==> src/hw/poc_pkg.sv <==
package poc_pkg;

  // bus geometry
  localparam int unsigned POC_ADDR_W = 4; // byte address inside the block
  localparam int unsigned POC_DATA_W = 32; // avalon data width
  localparam int unsigned POC_PHASES = 6; // pwm output pins under guard
  localparam int unsigned POC_CMP_NUM = 2; // lower and upper comparator

  // comparator index
  localparam int unsigned POC_CMP_LOWER = 0; // first comparator, lower reference
  localparam int unsigned POC_CMP_UPPER = 1; // second comparator, upper reference

  // register byte offsets
  localparam logic [3:0] POC_OFS_MODE = 4'h0; // option_unit_mode_reg
  localparam logic [3:0] POC_OFS_TRIG = 4'h4; // software trigger register, write only
  localparam logic [3:0] POC_OFS_STAT = 4'h8; // status register, read only

  // option_unit_mode_reg fields
  localparam int unsigned POC_MODE_DET_BIT = 0; // detect_mode_select

  // trigger register fields
  localparam int unsigned POC_TRIG_START_BIT = 0; // sw_start_trigger
  localparam int unsigned POC_TRIG_STOP_BIT = 1; // sw_stop_trigger

  // status register fields
  localparam int unsigned POC_STAT_HIZ_BIT = 0; // pins held in high impedance
  localparam int unsigned POC_STAT_UPPER_BIT = 1; // upper threshold tripped in two-stage
  localparam int unsigned POC_STAT_STOP_BIT = 2; // stop trigger accepted
  localparam int unsigned POC_STAT_PEND_BIT = 3; // release waits for the period
  localparam int unsigned POC_STAT_ARMED_BIT = 4; // unit started
  localparam int unsigned POC_STAT_LOWER_LVL_BIT = 5; // first comparator level
  localparam int unsigned POC_STAT_UPPER_LVL_BIT = 6; // second comparator level
  localparam int unsigned POC_STAT_PWM_MODE_BIT = 7; // timer in a pwm-type mode

  // detection modes
  localparam logic POC_MODE_TWO_STAGE = 1'h0; // two-stage overcurrent
  localparam logic POC_MODE_INDUCED = 1'h1; // overcurrent and induced current

  // reset values
  localparam logic POC_MODE_RESET = POC_MODE_TWO_STAGE; // mode after reset
  localparam logic [31:0] POC_RDATA_RESET = 32'h0000_0000; // read data after reset
  localparam logic [5:0] POC_PINS_RESET = 6'h00; // pin outputs after reset

  // state of the edge detector
  typedef struct packed {
    logic prev; // level seen one cycle ago
  } poc_edge_state_t;

endpackage

==> src/hw/poc_cmp_edge.sv <==
`timescale 1ns/1ps

// edge detector for one comparator output; inputs arrive synchronous
module poc_cmp_edge
  import poc_pkg::*;
(
  // clock and reset
  input wire logic ref_clk,
  input wire logic resetn,
  // comparator side
  input wire logic level_in,
  // detected events
  output logic rise,
  output logic fall
);

  poc_edge_state_t st; // registered state
  poc_edge_state_t next_st; // next state

  // edges compare the live level with last cycle
  assign rise = level_in & ~st.prev;
  assign fall = ~level_in & st.prev;

  // next state: remember the level
  always_comb begin
    next_st = st;
    next_st.prev = level_in;
  end

  // reset to low so a comparator high out of reset counts as a rise
  always_ff @(posedge ref_clk or negedge resetn) begin
    if (!resetn) begin
      st <= '0;
    end else begin
      st <= next_st;
    end
  end

endmodule // poc_cmp_edge

==> src/hw/poc_cutoff.sv <==
// The address map and register access over Avalon-MM were left to the implementer.
`timescale 1ns/1ps

// Function
// - two-stage: lower trip forces six pins hi-z
// - lower-only trip releases at next period
// - upper trip releases after stop write, period
// - upper trip hold survives comparator falling edges
// - trips detected on comparator rising edges
// - induced mode: either comparator trip gives hi-z
// - induced mode: in-window input auto releases, period
// - mode bit selects two-stage or induced
// - start trigger both modes, stop two-stage only
// - protection only while timer in pwm mode
module poc_cutoff
  import poc_pkg::*;
(
  // clock and reset
  input wire logic ref_clk,
  input wire logic resetn,
  // avalon-mm slave
  input wire logic [3:0] avs_address,
  input wire logic avs_read,
  input wire logic avs_write,
  input wire logic [31:0] avs_writedata,
  output logic [31:0] avs_readdata,
  output logic avs_waitrequest,
  // comparators
  input wire logic cmp_lower_in,
  input wire logic cmp_upper_in,
  // pwm timer
  input wire logic timer_period,
  input wire logic timer_pwm_mode,
  input wire logic [5:0] timer_pwm_in,
  input wire logic [5:0] timer_pwm_oe,
  // pwm pins
  output logic [5:0] pwm_out,
  output logic [5:0] pwm_oe
);

  // all registered state of the block except the edge detector flops
  typedef struct packed {
    logic mode; // detect_mode_select
    logic armed; // started by sw_start_trigger
    logic hiz; // pins cut off
    logic upper; // upper threshold seen during this cutoff in two-stage
    logic stop_req; // stop trigger accepted
    logic pending; // release condition met, waiting for period
    logic waitreq; // avalon waitrequest
    logic [31:0] rdata; // avalon read data
    logic [5:0] pins; // pin levels
    logic [5:0] oe; // pin enables
  } poc_state_t;

  poc_state_t st; // registered state
  poc_state_t next_st; // next state

  logic [1:0] cmp_level; // comparator levels
  logic [1:0] cmp_rise; // comparator rising edges
  logic bus_req; // read or write present
  logic bus_fire; // access completes this edge
  logic mode_wr; // write to option_unit_mode_reg
  logic trig_wr; // write to trigger register
  logic start_wr; // start trigger written
  logic stop_wr; // stop trigger written
  logic active; // protection live
  logic trip; // a comparator rose while live
  logic release_cond; // levels allow a release

  assign cmp_level = {cmp_upper_in, cmp_lower_in};

  // one edge detector per comparator
  genvar gi;
  generate
    for (gi = 0; gi < POC_CMP_NUM; gi++) begin : g_edge
      poc_cmp_edge u_edge (
        .ref_clk(ref_clk),
        .resetn(resetn),
        .level_in(cmp_level[gi]),
        .rise(cmp_rise[gi]),
        .fall()
      );
    end
  endgenerate

  // register decode, used for both reads and writes
  function automatic logic is_reg(input logic [3:0] addr, input logic [3:0] ofs);
    is_reg = (addr == ofs);
  endfunction

  // bus qualifiers: an access completes at the edge with waitrequest low
  // one fixed wait cycle lets read data leave a flop, at the cost of a cycle per access
  assign bus_req = avs_read | avs_write;
  assign bus_fire = bus_req & ~st.waitreq;
  assign mode_wr = avs_write & bus_fire & is_reg(avs_address, POC_OFS_MODE);
  assign trig_wr = avs_write & bus_fire & is_reg(avs_address, POC_OFS_TRIG);
  assign start_wr = trig_wr & avs_writedata[POC_TRIG_START_BIT];
  assign stop_wr = trig_wr & avs_writedata[POC_TRIG_STOP_BIT];

  // protection acts only when started and timer in a pwm-type mode
  assign active = st.armed & timer_pwm_mode & ~mode_wr;
  // trips are edge detected on either comparator
  assign trip = active & (cmp_rise[POC_CMP_LOWER] | cmp_rise[POC_CMP_UPPER]);

  // both comparators low; after an upper trip in two-stage also need stop
  assign release_cond = ~cmp_level[POC_CMP_LOWER] & ~cmp_level[POC_CMP_UPPER] &
                        (st.mode | ~st.upper | st.stop_req);

  // next state
  always_comb begin
    next_st = st;
    // bus handshake: one wait cycle, then a single ready cycle
    if (bus_req && st.waitreq) begin
      next_st.waitreq = 1'h0;
      next_st.rdata = POC_RDATA_RESET;
      // read data prepared now, stands at the completing edge
      if (avs_read) begin
        if (is_reg(avs_address, POC_OFS_MODE)) begin
          next_st.rdata[POC_MODE_DET_BIT] = st.mode;
        end else if (is_reg(avs_address, POC_OFS_STAT)) begin
          next_st.rdata[POC_STAT_HIZ_BIT] = st.hiz;
          next_st.rdata[POC_STAT_UPPER_BIT] = st.upper;
          next_st.rdata[POC_STAT_STOP_BIT] = st.stop_req;
          next_st.rdata[POC_STAT_PEND_BIT] = st.pending;
          next_st.rdata[POC_STAT_ARMED_BIT] = st.armed;
          next_st.rdata[POC_STAT_LOWER_LVL_BIT] = cmp_level[POC_CMP_LOWER];
          next_st.rdata[POC_STAT_UPPER_LVL_BIT] = cmp_level[POC_CMP_UPPER];
          next_st.rdata[POC_STAT_PWM_MODE_BIT] = timer_pwm_mode;
        end else begin
          // trigger register and unmapped addresses read zero
          next_st.rdata = POC_RDATA_RESET;
        end
      end
    end else begin
      next_st.waitreq = 1'h1;
    end

    // mode write stops the unit; reuse needs the whole sequence again
    if (mode_wr) begin
      next_st.mode = avs_writedata[POC_MODE_DET_BIT];
      next_st.armed = 1'h0;
      next_st.hiz = 1'h0;
      next_st.upper = 1'h0;
      next_st.stop_req = 1'h0;
      next_st.pending = 1'h0;
    end

    // start trigger honoured in both modes
    if (start_wr) begin
      next_st.armed = 1'h1;
    end

    // stop trigger only counts in two-stage after an upper trip
    if (stop_wr && (st.mode == POC_MODE_TWO_STAGE) && st.upper && st.hiz) begin
      next_st.stop_req = 1'h1;
    end

    // latch a release request once the levels permit it
    if (st.hiz && release_cond && !trip) begin
      next_st.pending = 1'h1;
    end

    // release only on the carrier period event
    if (st.pending && timer_period && release_cond && !trip) begin
      next_st.hiz = 1'h0;
      next_st.upper = 1'h0;
      next_st.stop_req = 1'h0;
      next_st.pending = 1'h0;
    end

    // a new trip wins over any release in the same cycle
    if (trip) begin
      next_st.hiz = 1'h1;
      next_st.pending = 1'h0;
      next_st.stop_req = 1'h0;
      // upper trip in two-stage keeps hold until stop trigger
      if (cmp_rise[POC_CMP_UPPER] && (st.mode == POC_MODE_TWO_STAGE)) begin
        next_st.upper = 1'h1;
      end
    end

    // outside pwm-type modes the cutoff does not act
    if (!timer_pwm_mode) begin
      next_st.hiz = 1'h0;
      next_st.pending = 1'h0;
    end

    // pins: registered pass-through, enables dropped together with hiz
    next_st.pins = timer_pwm_in;
    next_st.oe = timer_pwm_oe & {POC_PHASES{~next_st.hiz}};
  end

  // state register
  always_ff @(posedge ref_clk or negedge resetn) begin
    if (!resetn) begin
      st.mode <= POC_MODE_RESET;
      st.armed <= 1'h0;
      st.hiz <= 1'h0;
      st.upper <= 1'h0;
      st.stop_req <= 1'h0;
      st.pending <= 1'h0;
      st.waitreq <= 1'h1;
      st.rdata <= POC_RDATA_RESET;
      st.pins <= POC_PINS_RESET;
      st.oe <= POC_PINS_RESET;
    end else begin
      st <= next_st;
    end
  end

  // outputs straight from flip-flops
  assign avs_readdata = st.rdata;
  assign avs_waitrequest = st.waitreq;
  assign pwm_out = st.pins;
  assign pwm_oe = st.oe;
endmodule // poc_cutoff

==> config.mk <==
export PLATFORM = sky130hd
export DESIGN_NAME = poc_cutoff
export DESIGN_NICKNAME = d
export VERILOG_FILES = /design/src/hw/poc_pkg.sv /design/src/hw/poc_cmp_edge.sv /design/src/hw/poc_cutoff.sv
export SDC_FILE = /design/constraint.sdc
export NUM_CORES = 1
export LEC_CHECK = 0
export BUFFER_PORTS_ARGS = -buffer_cell sky130_fd_sc_hd__buf_2
export CAP_MARGIN = 20
export CORE_ASPECT_RATIO = 1.4
export CORE_MARGIN = 2
export CORE_UTILIZATION = 37
export CTS_CLUSTER_SIZE = 40
export DETAILED_ROUTE_END_ITERATION = 10
export PLACE_DENSITY = 0.75
export REMOVE_ABC_BUFFERS = 1
export SYNTH_ARGS = -nofsm -noshare
export SYNTH_HDL_FRONTEND = slang
export SYNTH_HIERARCHICAL = 1
export SYNTH_SLANG_ARGS = --single-unit
==> constraint.sdc <==
create_clock -name ref_clk -period 1.35 [get_ports ref_clk]
set_input_delay 0.3375 -clock ref_clk [delete_from_list [all_inputs] [get_ports ref_clk]]
set_output_delay 0.3375 -clock ref_clk [all_outputs]
set_load 0.005 [all_outputs]
; ---- Word-level counts from Yosys, hierarchy flattened
; Cells that the tools add are included.
[classes]
eq_ne = 3
n_mux = 14
bitwise = 27
reduce_logical = 14
[ops]
columns = operator, n
row1 = 32-bit 2-to-1 mux, 1
row2 = 1-bit bitwise AND, 13
row3 = 1-bit logical AND, 10
row4 = 1-bit inverter, 9
row5 = 1-bit 2-to-1 mux, 8
row6 = 4-bit 2-to-1 mux, 2
row7 = 8-bit 2-to-1 mux, 1
row8 = 7-bit 2-to-1 mux, 1
row9 = 6-bit bitwise AND, 1
row10 = 5-bit 2-to-1 mux, 1
row11 = 5-bit by 1-bit inequality test with 1-bit output (second input constant), 1
row12 = 4-bit by 3-bit equality test with 1-bit output (second input constant), 1
row13 = 4-bit equality test (second input constant), 1
row14 = 4-bit zero test, 1
row15 = 1-bit OR, 4
row16 = 4-bit nonzero test, 1
row17 = 2-bit nonzero test, 1
row18 = 1-bit zero test, 1
[totals]
regBits = 53
output_inout_bits = 45
elab_cells = 70

; ---- Depth between registers and ports, before layout
; Gate-level depths: netlist (run 1).
[depth]
word_depth = 16
depth_mapped = 4

; ---- Modules after synthesis
; Netlist (run 1), hierarchy kept.
[modules_own_cells]
columns = module, n_inst, cells_each, area_each_um2
row1 = poc_cutoff, 1, 131, 1437.6
row2 = poc_cmp_edge, 2, 3, 40.0

; ---- Least setup slack after synthesis (run 1)
; Ideal clock, no wire load.
[synth_path]
kind = input port to flip-flop
from = input port cmp_upper_in
to = register st[45] in the netlist's numbering
setup_ns = 0.104
arrival_ns = 1.285
t_required_ns = 1.246
path_slack_ns = -0.039
path_stages = 4
path_buffers = 0
path_cell_list = nor2b_1 o211ai_1 inv_1 a221oi_1
[synth_between]
elab_chain_len = 9
elab_cells_between_ends = 16
[synth_rtl]
columns = element, line
row1 = from (decl), poc_cutoff.sv:30  ; input wire logic cmp_upper_in,
row2 = 1-bit bitwise AND / 1-bit inverter (equally long branches), -
row3 = 1-bit OR / 1-bit bitwise AND (equally long branches), "poc_cutoff.sv:103, poc_cutoff.sv:106"
row4 = 1-bit bitwise AND (on tied branches), "poc_cutoff.sv:103, poc_cutoff.sv:106"
row5 = 1-bit zero test / 1-bit logical AND (equally long branches), "poc_cutoff.sv:159, poc_cutoff.sv:164"
row6 = 1-bit logical AND, poc_cutoff.sv:159  ; if (st.hiz && release_cond && !trip) begin
row7 = 1-bit 2-to-1 mux, poc_cutoff.sv:159
row8 = 4-bit 2-to-1 mux, poc_cutoff.sv:164  ; if (st.pending && timer_period && release_cond && !trip) begin
row9 = 4-bit 2-to-1 mux, poc_cutoff.sv:172  ; if (trip) begin
row10 = 1-bit 2-to-1 mux, poc_cutoff.sv:183  ; if (!timer_pwm_mode) begin
row11 = to (signal assigned), poc_cutoff.sv:207  ; st <= next_st;
row12 = to (decl), poc_cutoff.sv:55  ; poc_state_t st;
; Several ways; a longest one is shown, not always the timed one.
; A chain may end at the register's enable or synchronous reset.

; ---- Final worst setup path (run 1)
[layout_path]
from = register st (netlist bit avs_waitrequest)
to = output port avs_waitrequest
[layout_rtl]
columns = element, line
row1 = to (decl), poc_cutoff.sv:27  ; output logic avs_waitrequest,
; No word-level cell between the ends.

==> results by group, run 1 <==
Route
  – Pre-antenna DRT Iters: 4
  – Per-cell routed wire length: 13.2 um
  – Via-to-Cell Ratio: 4.77
  – DRC: 0
  – Number of routed nets with antenna violations: 0
  – Drt total wl: 2990 um
  – Vias post-DR: 1077
  – Iter 0 DRT Violations: 20

Placed design
  – Dpl hpwl: 2330 um
  – IO Port Bufs: 46
  – Post-Place Cell Area: 1650 sq um
  – Dpl ws: -0.0786 ns
  – Placed Cells: 218
  – Gpl congestion: 0.807

Status
  – Failing checks: negative setup slack
  – Outcome: finished, violations left

Cells and area
  – Fin cells: 226
  – Area Growth Syn to Fin: 19.2%
  – Fin area: 1790 sq um
  – # diodes: 0
  – # fillers: 380
  – Multi-input gate area: 507 sq um
  – Register area: 727 sq um
  – Nets: 238
  – Layout cells sized above 1: 44.3%

Die
  – Initial Util: 38.3%
  – I/O Pins: 101
  – Die Span X: 57.8 um
  – Core ar.: 3920 sq um
  – Chip height: 79.3 um
  – # rows: 27
  – Die ar.: 4590 sq um

Timing
  – Hold WS: 0.0577 ns
  – Max Freq: 734 MHz
  – Worst Slack Setup Final: -0.0127 ns
  – Final Hold Viols: 0
  – Crit path time final: 1.36 ns
  – Fin crit share: 101%
  – Setup tns final: -0.0127 ns
  – Max Slew Vio Count: 0
  – Clk_skew: 0.00575 ns
  – Setup Viol. Count Final: 1
  – RSZ-0062 raised after global routing: yes

Global route
  – Vias in the first global route: 1041
  – Total congestion overflow: 0
  – Pin count of the biggest net entering global routing: 30
  – Initial antenna violation count: 0
  – First-pass GRT wire length: 4640 um
  – Tot GR Track Use: 13.5%

Clock tree
  – Worst-Skew Late Latency: 0.27 ns
  – Clock sink total: 29
  – CTS tree: yes
  – Clk pin slew, worst setup/hold paths: 0.06 ns
  – Clk Tree Root Cell: clkbuf_8
  – CTS Hold Bufs: 0
  – Clock buffer depth: 2
  – Num CTS Buffers: 5
  – H-Tree Level Count: 2
  – Post-CTS setup buffers: 0

Worst setup path
  – Setup CP Type: flop to primary output
  – Worst Path Max Fanout: 6
  – Cell Chain, Critical Path: buf_2
  – Buf/Inv on CP: 1
  – Worst Path Arrival: 1.03 ns
  – Crit end category: primary output
  – Critical Path RT: 1.01 ns
  – Delay of the slowest critical-path stage: 0.61 ns
  – Setup crit start kind: flop
  – Largest delay share family, worst path: flip-flops
  – Critical path's slowest cell: dfstp_2

Pwr
  – Net Sw Frac: 23.7%
  – Part of the power in registers: 43.7%
  – Power Dens Cells: 1260 nW/um^2
  – Switching Power: 534 uW
  – Pint: 1.72 mW
  – Pleak: 0.950 nW
  – Clk network pwr share: 40.4%
  – Comb power frac: 16.0%
  – Peak VDD IR: 1.02 mV

Synth
  – Yosys warnings: 6
  – Cell area after synthesis: 1500 sq um
  – Gate Count Post-Synth: 135
  – Post-Synthesis Mean Instance Area: 11.1 sq um

Job
  – Max Cap Violations: 0

Min path
  – Hold/Removal Path Class: primary input to async pin
[sequential cells by signal, indices dropped and copies added (netlist names)]
signal / flops
avs_waitrequest: 1
pwm_oe: 6
st: 6
avs_readdata: 8
g_edge.u_edge/st: 2
pwm_out: 6
[routing by layer]
| layer | up-vias | track usage, % | part of all wire [%] |
|---|---|---|---|
| met5 | - | 0 | 0 |
| met4 | 0 | 7.21 | 2.4 |
| met3 | 6 | 3.26 | 6.0 |
| met2 | 46 | 24.1 | 56 |
| met1 | 528 | 14.3 | 36 |
| li1 | 497 | - | - |
[layout by cell type, fill, tap and decap left out]
master,count
buf_2,46
dfrtp_1,28
conb_1,24
buf_4,14
inv_1,10
a22o_1,7
nand2_1,6
o22ai_1,6
clkbuf_8,6
nor3b_1,2
nor2_1,2
nor4b_4,2
nand2_2,2
o21ai_1,2
nor2b_1,2
o211ai_1,1
or3b_4,1
nand4_1,1
o221a_2,1
a41oi_2,1
a21oi_2,1
o21a_1,1
mux2_2,1
a31oi_1,1
a21oi_1,1
or4b_4,1
nand4b_1,1
nor3_2,1
o2111a_1,1
nand3_1,1
or2_1,1
a41o_1,1
a221oi_2,1
and4_1,1
a221o_1,1
dfstp_2,1
clkbuf_1,1
bufinv_16,1
buf_6,1
[metrics by stage]
step | utilization (%) | power (mW)
after floorplan | - | 1.15
after global placement | 42.2 | 1.34
after detailed placement | 42.2 | 1.35
after CTS | 45.5 | 2.28
after global routing | 45.6 | 2.37
final | 45.6 | 2.26
[timing repair]
item / in CTS / in global routing
setup endpoints to repair: 10 / 18
resized for setup: 4 / 2
cloned: 0 / 0
pin swaps: 0 / 6
[power by group through the flow]
| stage | combinational (mW) | clock, mW | sequential [mW] |
|---|---|---|---|
| finish | 0.360 | 0.911 | 0.986 |
| global route | 0.397 | 0.984 | 0.993 |
| CTS | 0.361 | 0.933 | 0.986 |
| detailed placement | 0.356 | 0 | 0.998 |
| global placement | 0.348 | 0 | 0.997 |
| floorplan | 0.152 | 0 | 1.00 |
[path summary, 6_finish.rpt]
| kind | start | to | slack (ns) | depth (start not counted) |
|---|---|---|---|---|
| max | avs_waitrequest | avs_waitrequest | -0.01 | 1 |
| min | resetn | avs_readdata[7] | 0.06 | 2 |
| max reg2reg | avs_waitrequest | avs_readdata[4] | 0.02 | 4 |
| min reg2reg | avs_readdata[3] | avs_readdata[3] | 0.50 | 1 |
| max in group asynchronous | resetn | avs_waitrequest | 0.99 | 2 |
| min in group ref_clk | timer_pwm_in[2] | pwm_out[2] | 0.17 | 1 |
[final cells by class]
| type | count | area share, % |
|---|---|---|
| Tap cell | 43 | 3.01 |
| Inverter | 10 | 2.10 |
| Timing Repair Buffer | 61 | 19.4 |
| Clock buffer | 7 | 4.83 |
| Clock inverter | 1 | 1.68 |
| Sequential cell | 29 | 40.7 |
| Multi-Input combinational cell | 75 | 28.3 |
No activity file was read; power rests on OpenSTA's default activity.
==> run 2, diff against run 1 <==
- ABC_AREA: unset -> 1
- CORE_ASPECT_RATIO: 1.4 -> 0.5
- CORE_UTILIZATION: 37 -> 38
- PLACE_DENSITY: 0.75 -> 0.76
==> run 2 against run 1 <==
Compared with the run above:
- the flow now finishes without violations
- maximum frequency rose by 4.6%
- non-clock buffer count fell by 11
- sequential share of layout area rose by 2.1 points
- first-iteration DRC count rose to 2.6 times the previous value
- via count fell by 4.5%
- sequential power fell by 1%
- core utilization fell by 1.6 points
- clock skew fell by 0.0029 ns
- power fell by 11%
- count of clock-buffer cells in the layout did not move
- synthesized area rose by 1.4%
==> results by group, run 2 <==
Timing
  – Max Freq: 767 MHz (+4.6%)
  – Hold WS: 0.0538 ns (-0.00396 ns)
  – RSZ-0062 raised after global routing: no
  – Setup tns final: 0 ns (+0.0127 ns)
  – Max Slew Vio Count: 0 (unchanged)
  – Final Hold Viols: 0 (unchanged)
  – Clk_skew: 0.00281 ns (-0.00294 ns)
  – Crit path time final: 1.30 ns (-0.0596 ns)
  – Setup Viol. Count Final: 0 (-1)
  – Fin crit share: 96.5% (-4.4 points)

Global route
  – Initial antenna violation count: 0 (unchanged)
  – Total congestion overflow: 0 (unchanged)
  – Vias in the first global route: 955 (-8.3%)
  – First-pass GRT wire length: 4190 um (-9.7%)
  – Pin count of the biggest net entering global routing: 30 (unchanged)
  – Tot GR Track Use: 12.1% (-1.4 points)

Route
  – Per-cell routed wire length: 9.74 um (-26%)
  – Iter 0 DRT Violations: 51 (+160%)
  – Number of routed nets with antenna violations: 0 (unchanged)
  – Vias post-DR: 1028 (-4.5%)
  – Via-to-Cell Ratio: 4.08 (-14%)
  – Pre-antenna DRT Iters: 4 (unchanged)
  – DRC: 0 (unchanged)
  – Drt total wl: 2460 um (-18%)

Synth
  – Post-Synthesis Mean Instance Area: 9.39 sq um (-15%)
  – Gate Count Post-Synth: 162 (+20%)
  – Cell area after synthesis: 1520 sq um (+1.4%)
  – Yosys warnings: 6 (unchanged)

Worst setup path
  – Delay of the slowest critical-path stage: 0.57 ns (-0.04 ns)
  – Critical Path RT: 1.01 ns (about the same)
  – Critical path's slowest cell: dfstp_2
  – Crit end category: primary output
  – Buf/Inv on CP: 1 (unchanged)
  – Cell Chain, Critical Path: buf_2
  – Largest delay share family, worst path: flip-flops
  – Setup crit start kind: flop
  – Worst Path Max Fanout: 3 (-3)
  – Worst Path Arrival: 0.97 ns (-0.06 ns)
  – Setup CP Type: flop to primary output

Clock tree
  – Num CTS Buffers: 5 (unchanged)
  – Clock buffer depth: 2 (unchanged)
  – CTS Hold Bufs: 0 (unchanged)
  – Clk pin slew, worst setup/hold paths: 0.06 ns (about the same)
  – Post-CTS setup buffers: 0 (unchanged)
  – CTS tree: yes
  – Worst-Skew Late Latency: 0.27 ns (about the same)
  – Clk Tree Root Cell: clkbuf_8
  – Post-CTS resize count: 0 (-4)
  – Clock sink total: 29 (unchanged)
  – H-Tree Level Count: 2 (unchanged)

Cells and area
  – Layout cells sized above 1: 36.4% (-7.9 points)
  – Register area: 727 sq um (unchanged)
  – Multi-input gate area: 453 sq um (-11%)
  – Area Growth Syn to Fin: 11.7%
  – # diodes: 0 (unchanged)
  – Max reg flops: 8 (unchanged)
  – Nets: 253 (+6.3%)
  – Most frequent cells in the layout: 46 x buf_2, 28 x dfrtp_1, 24 x conb_1
  – # fillers: 368 (-3.2%)
  – Fin area: 1700 sq um (-5.0%)
  – Commonest non-fill, non-tap cell in the layout: buf_2

Die
  – I/O Pins: 101 (unchanged)
  – # rows: 16 (-41%)
  – Die Span X: 93.5 um (+62%)
  – Chip height: 48.7 um (-39%)
  – Initial Util: 39.4% (+1.1 points)
  – Die ar.: 4560 sq um (-0.66%)
  – Core ar.: 3860 sq um (-1.4%)

Status
  – Outcome: completed

Pwr
  – Power Dens Cells: 1180 nW/um^2 (-6.4%)
  – Pleak: 0.928 nW (-2.3%)
  – Peak VDD IR: 0.370 mV (-64%)

Placed design
  – IO Port Bufs: 46 (unchanged)
  – Gpl congestion: 0.785 (-2.7%)
  – Post-Place Cell Area: 1600 sq um (-3.3%)
  – Dpl hpwl: 1930 um (-17%)

Min path
  – Hold/Removal Path Class: primary input to async pin

Job
  – Max Cap Violations: 0 (unchanged)
## run 2: worst paths after layout
check                           startpoint               to  slack (ns)  cells past startpoint
max reg2reg                avs_waitrequest        pwm_oe[2]        0.08                      5
min in group ref_clk       timer_pwm_in[0]       pwm_out[0]        0.17                      1
min reg2reg                avs_readdata[7]  avs_readdata[7]        0.48                      2
max in group asynchronous           resetn  avs_waitrequest        0.99                      2
min                                 resetn        pwm_oe[5]        0.05                      2
max                        avs_waitrequest  avs_waitrequest        0.05                      1
## run 2: stage by stage
step	utilization [%]	power [mW]	std cells	setup WS, ns
global placement	41.4	1.25	244	0.0658
detailed placement	41.4	1.27	244	0.0550
CTS	44.0	2.04	252	0.0344
floorplan	-	1.13	140	0.178
finish	44.0	2.01	252	0.0469
global route	44.0	2.12	252	0.00899
## run 2: cell type report
| type | instances | share of cell area (%) |
|---|---|---|
| clock inverters | 1 | 0.295 |
| clock buffers | 7 | 5.67 |
| multi-input cells | 87 | 26.7 |
| repair buffers | 50 | 15.3 |
| well taps | 54 | 3.98 |
| flip-flops and latches | 29 | 42.8 |
| inverters | 24 | 5.30 |
## run 2: layer usage
layer  track usage [%]  up-vias  wire length [um]
li1                  -      506                 -
met1              13.4      479               978
met2              21.1       38              1270
met3              3.43        5               158
met4              6.62        0                52
met5                 0        -                 0
## run 2: power breakdown
group	switching [mW]	leakage [nW]	internal, mW	total (mW)
registers	0.0381	0.364	0.934	0.972
clock network	0.299	0.0542	0.459	0.759
logic	0.165	0.510	0.113	0.278
total	0.503	0.928	1.51	2.01
